<file path="src/rtl/rsc_params.svh">
`ifndef RSC_PARAMS_SVH
`define RSC_PARAMS_SVH
// printed offsets, kept as register indices; byte address is four times
`define RSC_IDX_REG_MODE 16'h5121
`define RSC_IDX_ANA_PWR 16'h550a
`define RSC_IDX_RST_CTL 16'h0001
`define RSC_IDX_STATUS 16'h0002
// field positions
`define RSC_MODE_LSB 0
`define RSC_REF_EN_BIT 3
`define RSC_AOUT_EN_BIT 2
`define RSC_KEY_EN_BIT 4
`define RSC_WDT_SEL_BIT 5
// reset values
`define RSC_MODE_RST 2'h0
`define RSC_ANA_RST 2'h0
`define RSC_KEY_SEL_RST 4'h0
// post-release waits, in pclk cycles
`define RSC_WAIT_STAB 64
`define RSC_WAIT_CLK 8
`define RSC_WAIT_FLASH 32
`endif

</file>
<file path="src/rtl/rsc_pkg.sv">
package rsc_pkg;
  typedef enum logic [1:0] {
    RSC_MODE_NORMAL = 2'h0,
    RSC_MODE_ECO = 2'h1,
    RSC_MODE_AUTO = 2'h2,
    RSC_MODE_RSVD = 2'h3
  } rsc_mode_e;
  typedef enum logic [1:0] {
    RSC_SEQ_STAB = 2'h0,
    RSC_SEQ_CLK = 2'h1,
    RSC_SEQ_FLASH = 2'h2,
    RSC_SEQ_RUN = 2'h3
  } rsc_seq_e;
endpackage

</file>
<file path="src/rtl/rsc_top.sv">
// Added by the designer: the APB interface to the registers.
`timescale 1ns/1ps
`default_nettype none
`include "rsc_params.svh"
module rsc_top #(
  parameter int KEY_W = 4
) (
  input wire logic pclk,
  input wire logic presetn,
  input wire logic psel,
  input wire logic penable,
  input wire logic pwrite,
  input wire logic [31:0] paddr,
  input wire logic [31:0] pwdata,
  output logic [31:0] prdata,
  output logic pready,
  output logic pslverr,
  input wire logic reset_pin_n,
  input wire logic [KEY_W-1:0] key_port_inputs,
  input wire logic wdt_overflow,
  input wire logic internal_oscillator_on,
  input wire logic high_speed_oscillator_on,
  input wire logic sleep_mode,
  input wire logic converter_control_enable,
  input wire logic converter_busy_flag,
  output logic regulator_economy,
  output logic reference_source_on,
  output logic analog_supply_drive,
  output logic periph_reset_n,
  output logic cpu_run,
  output logic wdt_nmi
);
  localparam logic [6:0] CNT_STAB = 7'(`RSC_WAIT_STAB - 1);
  localparam logic [6:0] CNT_CLK = 7'(`RSC_WAIT_CLK - 1);
  localparam logic [6:0] CNT_FLASH = 7'(`RSC_WAIT_FLASH - 1);

  // byte address of a register index
  function automatic logic [31:0] reg_addr(input logic [15:0] idx);
    reg_addr = {14'h0000, idx, 2'b00};
  endfunction

  // pin and asynchronous inputs pass two flip-flops
  logic [KEY_W+5:0] raw_in, syn_in;
  assign raw_in = {key_port_inputs, reset_pin_n, wdt_overflow,
                   internal_oscillator_on, high_speed_oscillator_on,
                   sleep_mode, converter_busy_flag};
  rsc_sync2 #(.WIDTH(KEY_W+6), .INIT({{KEY_W{1'b1}}, 6'h00})) u_sync (
    .clk(pclk),
    .rst_n(presetn),
    .din(raw_in),
    .dout(syn_in)
  );
  logic [KEY_W-1:0] key_s;
  logic pin_s, wdt_s, internal_oscillator_s, high_speed_oscillator_s, sleep_s, busy_s;
  assign key_s = syn_in[KEY_W+5:6];
  assign pin_s = syn_in[5];
  assign wdt_s = syn_in[4];
  assign internal_oscillator_s = syn_in[3];
  assign high_speed_oscillator_s = syn_in[2];
  assign sleep_s = syn_in[1];
  assign busy_s = syn_in[0];

  // register state
  logic [1:0] mode_q, mode_d;
  logic ref_en_q, ref_en_d, aout_en_q, aout_en_d;
  logic key_en_q, key_en_d, wdt_sel_q, wdt_sel_d;
  logic [KEY_W-1:0] key_sel_q, key_sel_d;
  logic [31:0] prdata_d;
  logic pready_d, pslverr_d, pready_q;
  logic wr_en, rd_en, hit;
  assign wr_en = psel & penable & pwrite & ~pready_q;
  assign rd_en = psel & penable & ~pwrite & ~pready_q;

  // reset and sequence state
  logic rst_req;
  rsc_pkg::rsc_seq_e seq_q, seq_d;
  logic [6:0] cnt_q, cnt_d;
  logic econ_d, nmi_d;

  // address hit for any mapped register
  always_comb begin
    hit = (paddr == reg_addr(`RSC_IDX_REG_MODE)) ||
          (paddr == reg_addr(`RSC_IDX_ANA_PWR)) ||
          (paddr == reg_addr(`RSC_IDX_RST_CTL)) ||
          (paddr == reg_addr(`RSC_IDX_STATUS));
  end

  // register writes and read mux; one wait state per access
  always_comb begin
    mode_d = mode_q;
    ref_en_d = ref_en_q;
    aout_en_d = aout_en_q;
    key_en_d = key_en_q;
    wdt_sel_d = wdt_sel_q;
    key_sel_d = key_sel_q;
    prdata_d = 32'h0000_0000;
    pready_d = psel & penable & ~pready_q;
    pslverr_d = psel & penable & ~pready_q & ~hit;
    if (wr_en) begin
      if (paddr == reg_addr(`RSC_IDX_REG_MODE)) begin
        mode_d = pwdata[`RSC_MODE_LSB +: 2];
      end
      if (paddr == reg_addr(`RSC_IDX_ANA_PWR)) begin
        ref_en_d = pwdata[`RSC_REF_EN_BIT];
        aout_en_d = pwdata[`RSC_AOUT_EN_BIT];
      end
      if (paddr == reg_addr(`RSC_IDX_RST_CTL)) begin
        key_sel_d = pwdata[KEY_W-1:0];
        key_en_d = pwdata[`RSC_KEY_EN_BIT];
        wdt_sel_d = pwdata[`RSC_WDT_SEL_BIT];
      end
    end
    if (rd_en) begin
      // unlisted bits stay zero
      if (paddr == reg_addr(`RSC_IDX_REG_MODE)) begin
        prdata_d[`RSC_MODE_LSB +: 2] = mode_q;
      end
      if (paddr == reg_addr(`RSC_IDX_ANA_PWR)) begin
        prdata_d[`RSC_REF_EN_BIT] = ref_en_q;
        prdata_d[`RSC_AOUT_EN_BIT] = aout_en_q;
      end
      if (paddr == reg_addr(`RSC_IDX_RST_CTL)) begin
        prdata_d[KEY_W-1:0] = key_sel_q;
        prdata_d[`RSC_KEY_EN_BIT] = key_en_q;
        prdata_d[`RSC_WDT_SEL_BIT] = wdt_sel_q;
      end
      if (paddr == reg_addr(`RSC_IDX_STATUS)) begin
        prdata_d[0] = cpu_run;
        prdata_d[1] = regulator_economy;
        prdata_d[2] = pin_s;
        // converter state, so software can see it is idle
        prdata_d[3] = converter_control_enable;
        prdata_d[4] = busy_s;
      end
    end
  end

  // register file
  always_ff @(posedge pclk or negedge presetn) begin
    if (!presetn) begin
      mode_q <= `RSC_MODE_RST;
      ref_en_q <= 1'b0;
      aout_en_q <= 1'b0;
      key_en_q <= 1'b0;
      wdt_sel_q <= 1'b0;
      key_sel_q <= '0;
      prdata <= 32'h0000_0000;
      pready_q <= 1'b0;
      pslverr <= 1'b0;
    end else if (rst_req) begin
      // internal reset reinitialises the register file
      mode_q <= `RSC_MODE_RST;
      ref_en_q <= 1'b0;
      aout_en_q <= 1'b0;
      key_en_q <= 1'b0;
      wdt_sel_q <= 1'b0;
      key_sel_q <= '0;
      prdata <= prdata_d;
      pready_q <= pready_d;
      pslverr <= pslverr_d;
    end else begin
      mode_q <= mode_d;
      ref_en_q <= ref_en_d;
      aout_en_q <= aout_en_d;
      key_en_q <= key_en_d;
      wdt_sel_q <= wdt_sel_d;
      key_sel_q <= key_sel_d;
      prdata <= prdata_d;
      pready_q <= pready_d;
      pslverr <= pslverr_d;
    end
  end
  assign pready = pready_q;

  // combined reset request from the three sources
  always_comb begin
    rst_req = ~pin_s
      | (key_en_q & (key_sel_q != '0) & ((key_s & key_sel_q) == '0))
      | (wdt_s & wdt_sel_q);
  end

  // post-release sequence and regulator mode
  always_comb begin
    seq_d = seq_q;
    cnt_d = cnt_q;
    if (rst_req) begin
      seq_d = rsc_pkg::RSC_SEQ_STAB;
      cnt_d = CNT_STAB;
    end else if (seq_q != rsc_pkg::RSC_SEQ_RUN) begin
      if (cnt_q != 7'h00) begin
        cnt_d = cnt_q - 7'h01;
      end else begin
        unique case (seq_q)
          rsc_pkg::RSC_SEQ_STAB: begin
            seq_d = rsc_pkg::RSC_SEQ_CLK;
            cnt_d = CNT_CLK;
          end
          rsc_pkg::RSC_SEQ_CLK: begin
            seq_d = rsc_pkg::RSC_SEQ_FLASH;
            cnt_d = CNT_FLASH;
          end
          rsc_pkg::RSC_SEQ_FLASH: begin
            seq_d = rsc_pkg::RSC_SEQ_RUN;
          end
          rsc_pkg::RSC_SEQ_RUN: begin
            seq_d = rsc_pkg::RSC_SEQ_RUN;
          end
        endcase
      end
    end
    unique case (rsc_pkg::rsc_mode_e'(mode_q))
      rsc_pkg::RSC_MODE_ECO: econ_d = 1'b1;
      rsc_pkg::RSC_MODE_AUTO: econ_d = (~internal_oscillator_s & ~high_speed_oscillator_s) | sleep_s;
      rsc_pkg::RSC_MODE_NORMAL: econ_d = 1'b0;
      rsc_pkg::RSC_MODE_RSVD: econ_d = 1'b0;
    endcase
    nmi_d = wdt_s & ~wdt_sel_q;
  end

  // sequence and output registers
  always_ff @(posedge pclk or negedge presetn) begin
    if (!presetn) begin
      seq_q <= rsc_pkg::RSC_SEQ_STAB;
      cnt_q <= CNT_STAB;
      periph_reset_n <= 1'b0;
      cpu_run <= 1'b0;
      regulator_economy <= 1'b0;
      reference_source_on <= 1'b0;
      analog_supply_drive <= 1'b0;
      wdt_nmi <= 1'b0;
    end else begin
      seq_q <= seq_d;
      cnt_q <= cnt_d;
      periph_reset_n <= ~rst_req;
      cpu_run <= (seq_d == rsc_pkg::RSC_SEQ_RUN);
      regulator_economy <= econ_d;
      reference_source_on <= ref_en_q;
      analog_supply_drive <= aout_en_q;
      wdt_nmi <= nmi_d;
    end
  end

  // cycles since the last internal reset, for the boot wait check
  localparam logic [6:0] BOOT_TOTAL =
    7'(`RSC_WAIT_STAB + `RSC_WAIT_CLK + `RSC_WAIT_FLASH);
  logic [6:0] boot_cnt_q, boot_cnt_d;
  // saturating count of reset-free cycles
  always_comb begin
    boot_cnt_d = boot_cnt_q;
    if (rst_req) begin
      boot_cnt_d = 7'h00;
    end else if (boot_cnt_q != 7'h7f) begin
      boot_cnt_d = boot_cnt_q + 7'h01;
    end
  end
  // boot wait counter register
  always_ff @(posedge pclk or negedge presetn) begin
    if (!presetn) begin
      boot_cnt_q <= 7'h00;
    end else begin
      boot_cnt_q <= boot_cnt_d;
    end
  end

  // checks
  a_rst_holds_cpu: assert property (@(posedge pclk)
    disable iff (!presetn) rst_req |=> !cpu_run && !periph_reset_n)
    else $error("cpu runs during reset");
  a_pin_reset: assert property (@(posedge pclk)
    disable iff (!presetn) !pin_s |=> !periph_reset_n)
    else $error("pin low did not reset");
  a_wait_total: assert property (@(posedge pclk)
    disable iff (!presetn) cpu_run == (boot_cnt_q >= BOOT_TOTAL))
    else $error("boot wait length wrong");
  a_no_early_run: assert property (@(posedge pclk)
    disable iff (!presetn) $fell(rst_req) |-> ##100 (!cpu_run || rst_req))
    else $error("boot too early");
  a_auto_eco: assert property (@(posedge pclk)
    disable iff (!presetn)
    (mode_q == 2'h2 && sleep_s && !rst_req) |=> regulator_economy)
    else $error("auto mode not economy in sleep");
  a_normal_mode: assert property (@(posedge pclk)
    disable iff (!presetn) (mode_q == 2'h0) |=> !regulator_economy)
    else $error("normal mode shows economy");
  a_wdt_nmi: assert property (@(posedge pclk)
    disable iff (!presetn)
    (wdt_s && !wdt_sel_q && pin_s && !key_en_q)
    |=> wdt_nmi && periph_reset_n)
    else $error("watchdog nmi missing");
  a_ref_follow: assert property (@(posedge pclk)
    disable iff (!presetn) ##1 reference_source_on == $past(ref_en_q))
    else $error("reference enable lost");
  a_aout_follow: assert property (@(posedge pclk)
    disable iff (!presetn) ##1 analog_supply_drive == $past(aout_en_q))
    else $error("analog output enable lost");
  a_rsvd_zero: assert property (@(posedge pclk)
    disable iff (!presetn)
    (rd_en && paddr == reg_addr(`RSC_IDX_ANA_PWR))
    |=> prdata[31:4] == 0 && prdata[1:0] == 0)
    else $error("reserved bits read nonzero");
  c_boot: cover property (@(posedge pclk) disable iff (!presetn)
    $rose(cpu_run));
  c_key_reset: cover property (@(posedge pclk) disable iff (!presetn)
    key_en_q && rst_req && pin_s);
  c_wdt_reset: cover property (@(posedge pclk) disable iff (!presetn)
    wdt_s && wdt_sel_q);
endmodule
`default_nettype wire

</file>
<file path="src/rtl/rsc_sync2.sv">
`timescale 1ns/1ps
`default_nettype none
// two flip-flop synchroniser for a bundle of levels
module rsc_sync2 #(
  parameter int WIDTH = 1,
  parameter logic [WIDTH-1:0] INIT = '0
) (
  input wire logic clk,
  input wire logic rst_n,
  input wire logic [WIDTH-1:0] din,
  output logic [WIDTH-1:0] dout
);
  logic [WIDTH-1:0] meta_q;
  // first stage feeds only the second
  always_ff @(posedge clk or negedge rst_n) begin
    if (!rst_n) begin
      meta_q <= INIT;
      dout <= INIT;
    end else begin
      meta_q <= din;
      dout <= meta_q;
    end
  end
endmodule
`default_nettype wire

</file>
<file path="config.mk">
export PLATFORM = sky130hd
export DESIGN_NAME = rsc_top
export DESIGN_NICKNAME = d
export VERILOG_FILES = /design/src/rtl/rsc_pkg.sv /design/src/rtl/rsc_top.sv /design/src/rtl/rsc_sync2.sv
export VERILOG_INCLUDE_DIRS = /design/src /design/src/rtl
export SDC_FILE = /design/constraint.sdc
export NUM_CORES = 1
export LEC_CHECK = 0
export BUFFER_PORTS_ARGS = -buffer_cell sky130_fd_sc_hd__buf_4
export CAP_MARGIN = 20
export CORE_MARGIN = 2
export CORE_UTILIZATION = 42
export DETAILED_ROUTE_END_ITERATION = 8
export GPL_TIMING_DRIVEN = 0
export PLACE_DENSITY = 0.73
export SETUP_SLACK_MARGIN = 0.3
export SYNTH_ARGS = -nofsm -noshare
export SYNTH_HDL_FRONTEND = slang
export SYNTH_SLANG_ARGS = --single-unit
</file>
<file path="constraint.sdc">
create_clock -name pclk -period 1.6 [get_ports pclk]
set_clock_uncertainty 0.05 [all_clocks]
set_input_delay 0.32 -clock pclk [delete_from_list [all_inputs] [get_ports pclk]]
set_output_delay 0.32 -clock pclk [all_outputs]
set_load 0.02 [all_outputs]
</file>
==> impl_metrics.xml <==
<?xml version="1.0" encoding="UTF-8"?>
<metrics>
  <group name="logic_synthesis">
    <metric name="top_count_cell_post_synth" unit="">sky130_fd_sc_hd__dfrtp_1</metric>
    <metric name="yosys.area.top_type_share" unit="">0.381</metric>
    <metric name="syn_avg_cell_area" unit="sq um">10.6</metric>
    <metric name="unique_masters_post_synth" unit="">44</metric>
    <metric name="post_synth_instance_area" unit="sq um">2560</metric>
    <metric name="postSynthRegisterBits" unit="">53</metric>
    <metric name="synth_enable_flop_cells" unit="">0</metric>
    <metric name="yosysSeqAreaShare" unit="">0.525</metric>
    <metric name="yosysWarnings" unit="">0</metric>
    <metric name="synth_commonest_cells" unit="">39 x sky130_fd_sc_hd__dfrtp_1, 26 x sky130_fd_sc_hd__buf_4, 18 x sky130_fd_sc_hd__nand3_1</metric>
    <metric name="synthFlopType" unit="">sky130_fd_sc_hd__dfrtp_1</metric>
    <metric name="ranking_of_synthesized_cells_by_area" unit="">sky130_fd_sc_hd__dfrtp_1 38%, sky130_fd_sc_hd__dfstp_2 14%, sky130_fd_sc_hd__buf_4 7.6%, sky130_fd_sc_hd__mux2i_1 3.5%, sky130_fd_sc_hd__nand3_1 3.5%</metric>
    <metric name="synth_async_sr_flop_share" unit="">1.00</metric>
    <metric name="synth_largest_area_cell" unit="">sky130_fd_sc_hd__dfrtp_1</metric>
    <metric name="synth_cells" unit="">242</metric>
  </group>
  <group name="clock_network">
    <metric name="clock_tree.root_cell" unit="">sky130_fd_sc_hd__clkbuf_8</metric>
    <metric name="cts_hold_buffers" unit="">0</metric>
    <metric name="clock_tree.buffer_depth" unit="">2</metric>
    <metric name="worst_setup_hold_path_clk_slew" unit="ps">100</metric>
    <metric name="insertion_delay" unit="ps">310</metric>
    <metric name="tritoncts_num_sinks" unit="">53</metric>
    <metric name="h_tree_levels" unit="">2</metric>
    <metric name="cts_buffers" unit="">5</metric>
    <metric name="clock_tree_from_tritoncts" unit="">yes</metric>
  </group>
  <group name="critical_path">
    <metric name="delay_of_the_slowest_cell_on_the_worst_path" unit="ps">530</metric>
    <metric name="most_frequent_cp_cell" unit="">sky130_fd_sc_hd__or4_4</metric>
    <metric name="worst_case_reg_to_reg_path_depth" unit="">5</metric>
    <metric name="r2r_start" unit="">key_sel_q[1]</metric>
    <metric name="critical_path.max_fanout" unit="">3</metric>
    <metric name="timing.setup.critical_path_class" unit="">in2reg</metric>
    <metric name="reg2reg_slack" unit="ps">-100</metric>
    <metric name="crit_chain" unit="">buf_6 &gt; or4_4 &gt; or4_4 &gt; buf_6 &gt; or4_4 &gt; a221oi_4</metric>
    <metric name="cp_data_arrival_time" unit="ps">2230</metric>
    <metric name="timing.critical_path.to_type" unit="">register</metric>
    <metric name="setup.worst_path.start_class" unit="">input pin</metric>
    <metric name="worstPathRequired" unit="ps">1760</metric>
    <metric name="timing.critical_path.slowest_stage_cell" unit="">sky130_fd_sc_hd__or4_4</metric>
    <metric name="crit-reg2reg-capture" unit="">cnt_q[5]</metric>
  </group>
  <group name="die">
    <metric name="floorplan.io_pins" unit="">120</metric>
    <metric name="core" unit="sq um">5920</metric>
    <metric name="chipHeight" unit="um">82.1</metric>
    <metric name="die_area" unit="sq um">6740</metric>
    <metric name="die-width" unit="um">82.1</metric>
    <metric name="placementRows" unit="">28</metric>
    <metric name="start_util" unit="">0.433</metric>
  </group>
  <group name="timing">
    <metric name="max_slew_headroom" unit="">0.574</metric>
    <metric name="tightestPinTransition" unit="ps">639</metric>
    <metric name="final_report_hold_violation_count" unit="">36</metric>
    <metric name="layout_setup_ws" unit="ps">-468</metric>
    <metric name="achievable-frequency" unit="MHz">483</metric>
    <metric name="hold_slack" unit="ps">-25.6</metric>
    <metric name="timing.final.setup_violations" unit="">20</metric>
    <metric name="final_max_slew_viol_count" unit="">0</metric>
    <metric name="setup_repair_after_global_routing_missed_its_margin" unit="">true</metric>
    <metric name="fin_crit" unit="ps">2070</metric>
    <metric name="final.period_utilization" unit="">1.29</metric>
  </group>
  <group name="run_status">
    <metric name="failed_checks" unit="">negative hold slack, negative setup slack</metric>
    <metric name="outcome" unit="">complete, but fails checks</metric>
  </group>
  <group name="layout">
    <metric name="final_net_count" unit="">455</metric>
    <metric name="final_cell_area" unit="sq um">4120</metric>
    <metric name="antenna_cells_inserted" unit="">0</metric>
    <metric name="ratio_of_cells_with_drive_above_1_in_the_final_layout" unit="">0.563</metric>
    <metric name="final-instance-count-excl-fill" unit="">448</metric>
    <metric name="area_growth_syn_to_layout" unit="%">60.8</metric>
  </group>
  <group name="routing">
    <metric name="routed-via-count" unit="">2443</metric>
    <metric name="firstDrtPassIters" unit="">4</metric>
    <metric name="wl_per_cell" unit="um">16.5</metric>
    <metric name="antenna_violating_nets_post_route" unit="">0</metric>
    <metric name="drc" unit="">0</metric>
    <metric name="vias_per_cell" unit="">5.45</metric>
    <metric name="drt-initial-drc-count" unit="">236</metric>
    <metric name="wirelength" unit="um">7390</metric>
  </group>
  <group name="global_routing">
    <metric name="antenna_found_initial" unit="">0</metric>
    <metric name="grt_max_degree" unit="">54</metric>
    <metric name="first_global_vias" unit="">2224</metric>
    <metric name="first_pass_grt_wire_length" unit="um">10300</metric>
    <metric name="grt-ovfl-total" unit="">0</metric>
    <metric name="grtUsageTotal" unit="">0.201</metric>
  </group>
  <group name="placed_design">
    <metric name="detailedPlace.worstSlack" unit="ps">-884</metric>
    <metric name="placed_cell_area" unit="sq um">3310</metric>
    <metric name="gpl.final_weighted_congestion" unit="">0.882</metric>
    <metric name="place_inst" unit="">409</metric>
    <metric name="detailed_place_hpwl" unit="um">4250</metric>
    <metric name="numPortBuffers" unit="">67</metric>
  </group>
  <group name="run">
    <metric name="maxCapViolations" unit="">0</metric>
  </group>
  <group name="hold_path">
    <metric name="timing.hold.worst.class" unit="">in2async</metric>
  </group>
  <group name="power_and_ir_drop">
    <metric name="static-leakage-power" unit="nW">1.87</metric>
    <metric name="cellPowerDensity" unit="nW/um^2">676</metric>
    <metric name="peakVddDrop" unit="mV">0.695</metric>
    <metric name="fin_total_pwr" unit="W">0.00278</metric>
  </group>
</metrics>
## state kept, by name (all words and copies together), names as in the netlist, 2 cells and up
| signal | count |
|---|---|
| cnt_q | 7 |
| key_sel_q | 4 |
| mode_q | 2 |
| prdata | 6 |
| seq_q | 2 |
| u_sync.dout | 10 |
| u_sync.meta_q | 10 |
## metal layers
layer  up-vias  GRT usage  wire length [um]  share of wire
met5         -          0                 0              0
met2       114      0.346              3970           0.54
li1       1114          -                 -              -
met1      1197      0.257              2730           0.37
met4         0     0.0717               136          0.018
met3        18     0.0337               553          0.075
## cell type report
class                      instances  area [sq um]
clock buffer                       6          82.6
multi-input combinational        177          1500
tap                               75          93.8
fill                             418          1800
buffer                            31           244
inverter                           6          35.0
timing repair buffer              98           781
clock inverter                     2          37.5
sequential                        53          1340
## critical path, delay by kind of cell
kind | cells | cell delay [ps]
buffers and inverters | 2 | 230
AOI/OAI and AO/OA | 1 | 300
and+or+nand+nor | 3 | 1380
## report_power, final
part           switching, W  internal [W]  total (W)
clock network      0.000447      0.000509   0.000956
registers         0.0000202       0.00139    0.00141
logic              0.000220      0.000197   0.000417
## how the worst max path moves through the flow
stage	from	to	slack [ps]
floorplan	paddr[21]	prdata[1]	-630
finish	paddr[22]	prdata[1]	-470
global route	paddr[22]	prdata[1]	-480
CTS	paddr[22]	prdata[1]	-430
detailed placement	paddr[21]	prdata[0]	-880
global placement	paddr[21]	prdata[0]	-860
## cell families (layout without fill, tap and decap cells)
logic type | after synthesis | in the layout | share of synthesized area
DFF | 53 | 53 | 0.525
adders and majority gates | 3 | 3 | 0.0147
other | 1 | 26 | 0.00146
buffers and inverters | 37 | 143 | 0.0928
AOI/OAI and AO/OA | 37 | 37 | 0.0948
muxes | 9 | 9 | 0.0352
and+or+nand+nor | 102 | 102 | 0.236
## stage by stage
| stage | util | setup TNS [ps] |
|---|---|---|
| finish | 0.695 | -2820 |
| floorplan | - | -2850 |
| CTS | 0.653 | -1770 |
| detailed placement | 0.559 | -8870 |
| global route | 0.695 | -3890 |
| global placement | 0.559 | -8650 |
## layout by cell type, fill, tap and decap left out, types with 3 or more instances in the layout
cell	netlist	routed
sky130_fd_sc_hd__nand4_1	9	9
sky130_fd_sc_hd__dfstp_2	14	14
sky130_fd_sc_hd__nand2_1	11	9
sky130_fd_sc_hd__clkbuf_8	0	6
sky130_fd_sc_hd__nor4b_4	0	4
sky130_fd_sc_hd__nor4_1	10	5
sky130_fd_sc_hd__inv_1	5	3
sky130_fd_sc_hd__and4_1	7	6
sky130_fd_sc_hd__a21oi_2	0	5
sky130_fd_sc_hd__dfrtp_1	39	39
sky130_fd_sc_hd__a21oi_1	13	7
sky130_fd_sc_hd__conb_1	1	26
sky130_fd_sc_hd__o211ai_1	3	3
sky130_fd_sc_hd__nor3_2	0	3
sky130_fd_sc_hd__and3_1	3	3
sky130_fd_sc_hd__mux2i_1	9	9
sky130_fd_sc_hd__or4_4	2	6
sky130_fd_sc_hd__nand3_2	0	12
sky130_fd_sc_hd__nor4_4	0	3
sky130_fd_sc_hd__nor2_1	12	9
sky130_fd_sc_hd__buf_4	26	113
sky130_fd_sc_hd__nand3_1	18	4
sky130_fd_sc_hd__o21ai_1	4	3
sky130_fd_sc_hd__o31ai_4	0	3
sky130_fd_sc_hd__buf_6	0	12
sky130_fd_sc_hd__nor3_1	10	5
## what timing repair did
| action | CTS | global route |
|---|---|---|
| cloned | 1 | 0 |
| gates resized for setup | 61 | 34 |
| hold endpoints to repair | 0 | 0 |
| buffers inserted | 18 | 12 |
| pin swaps | 20 | 13 |
| setup endpoints to repair | 28 | 28 |
Power figures use the tool's default switching activity.
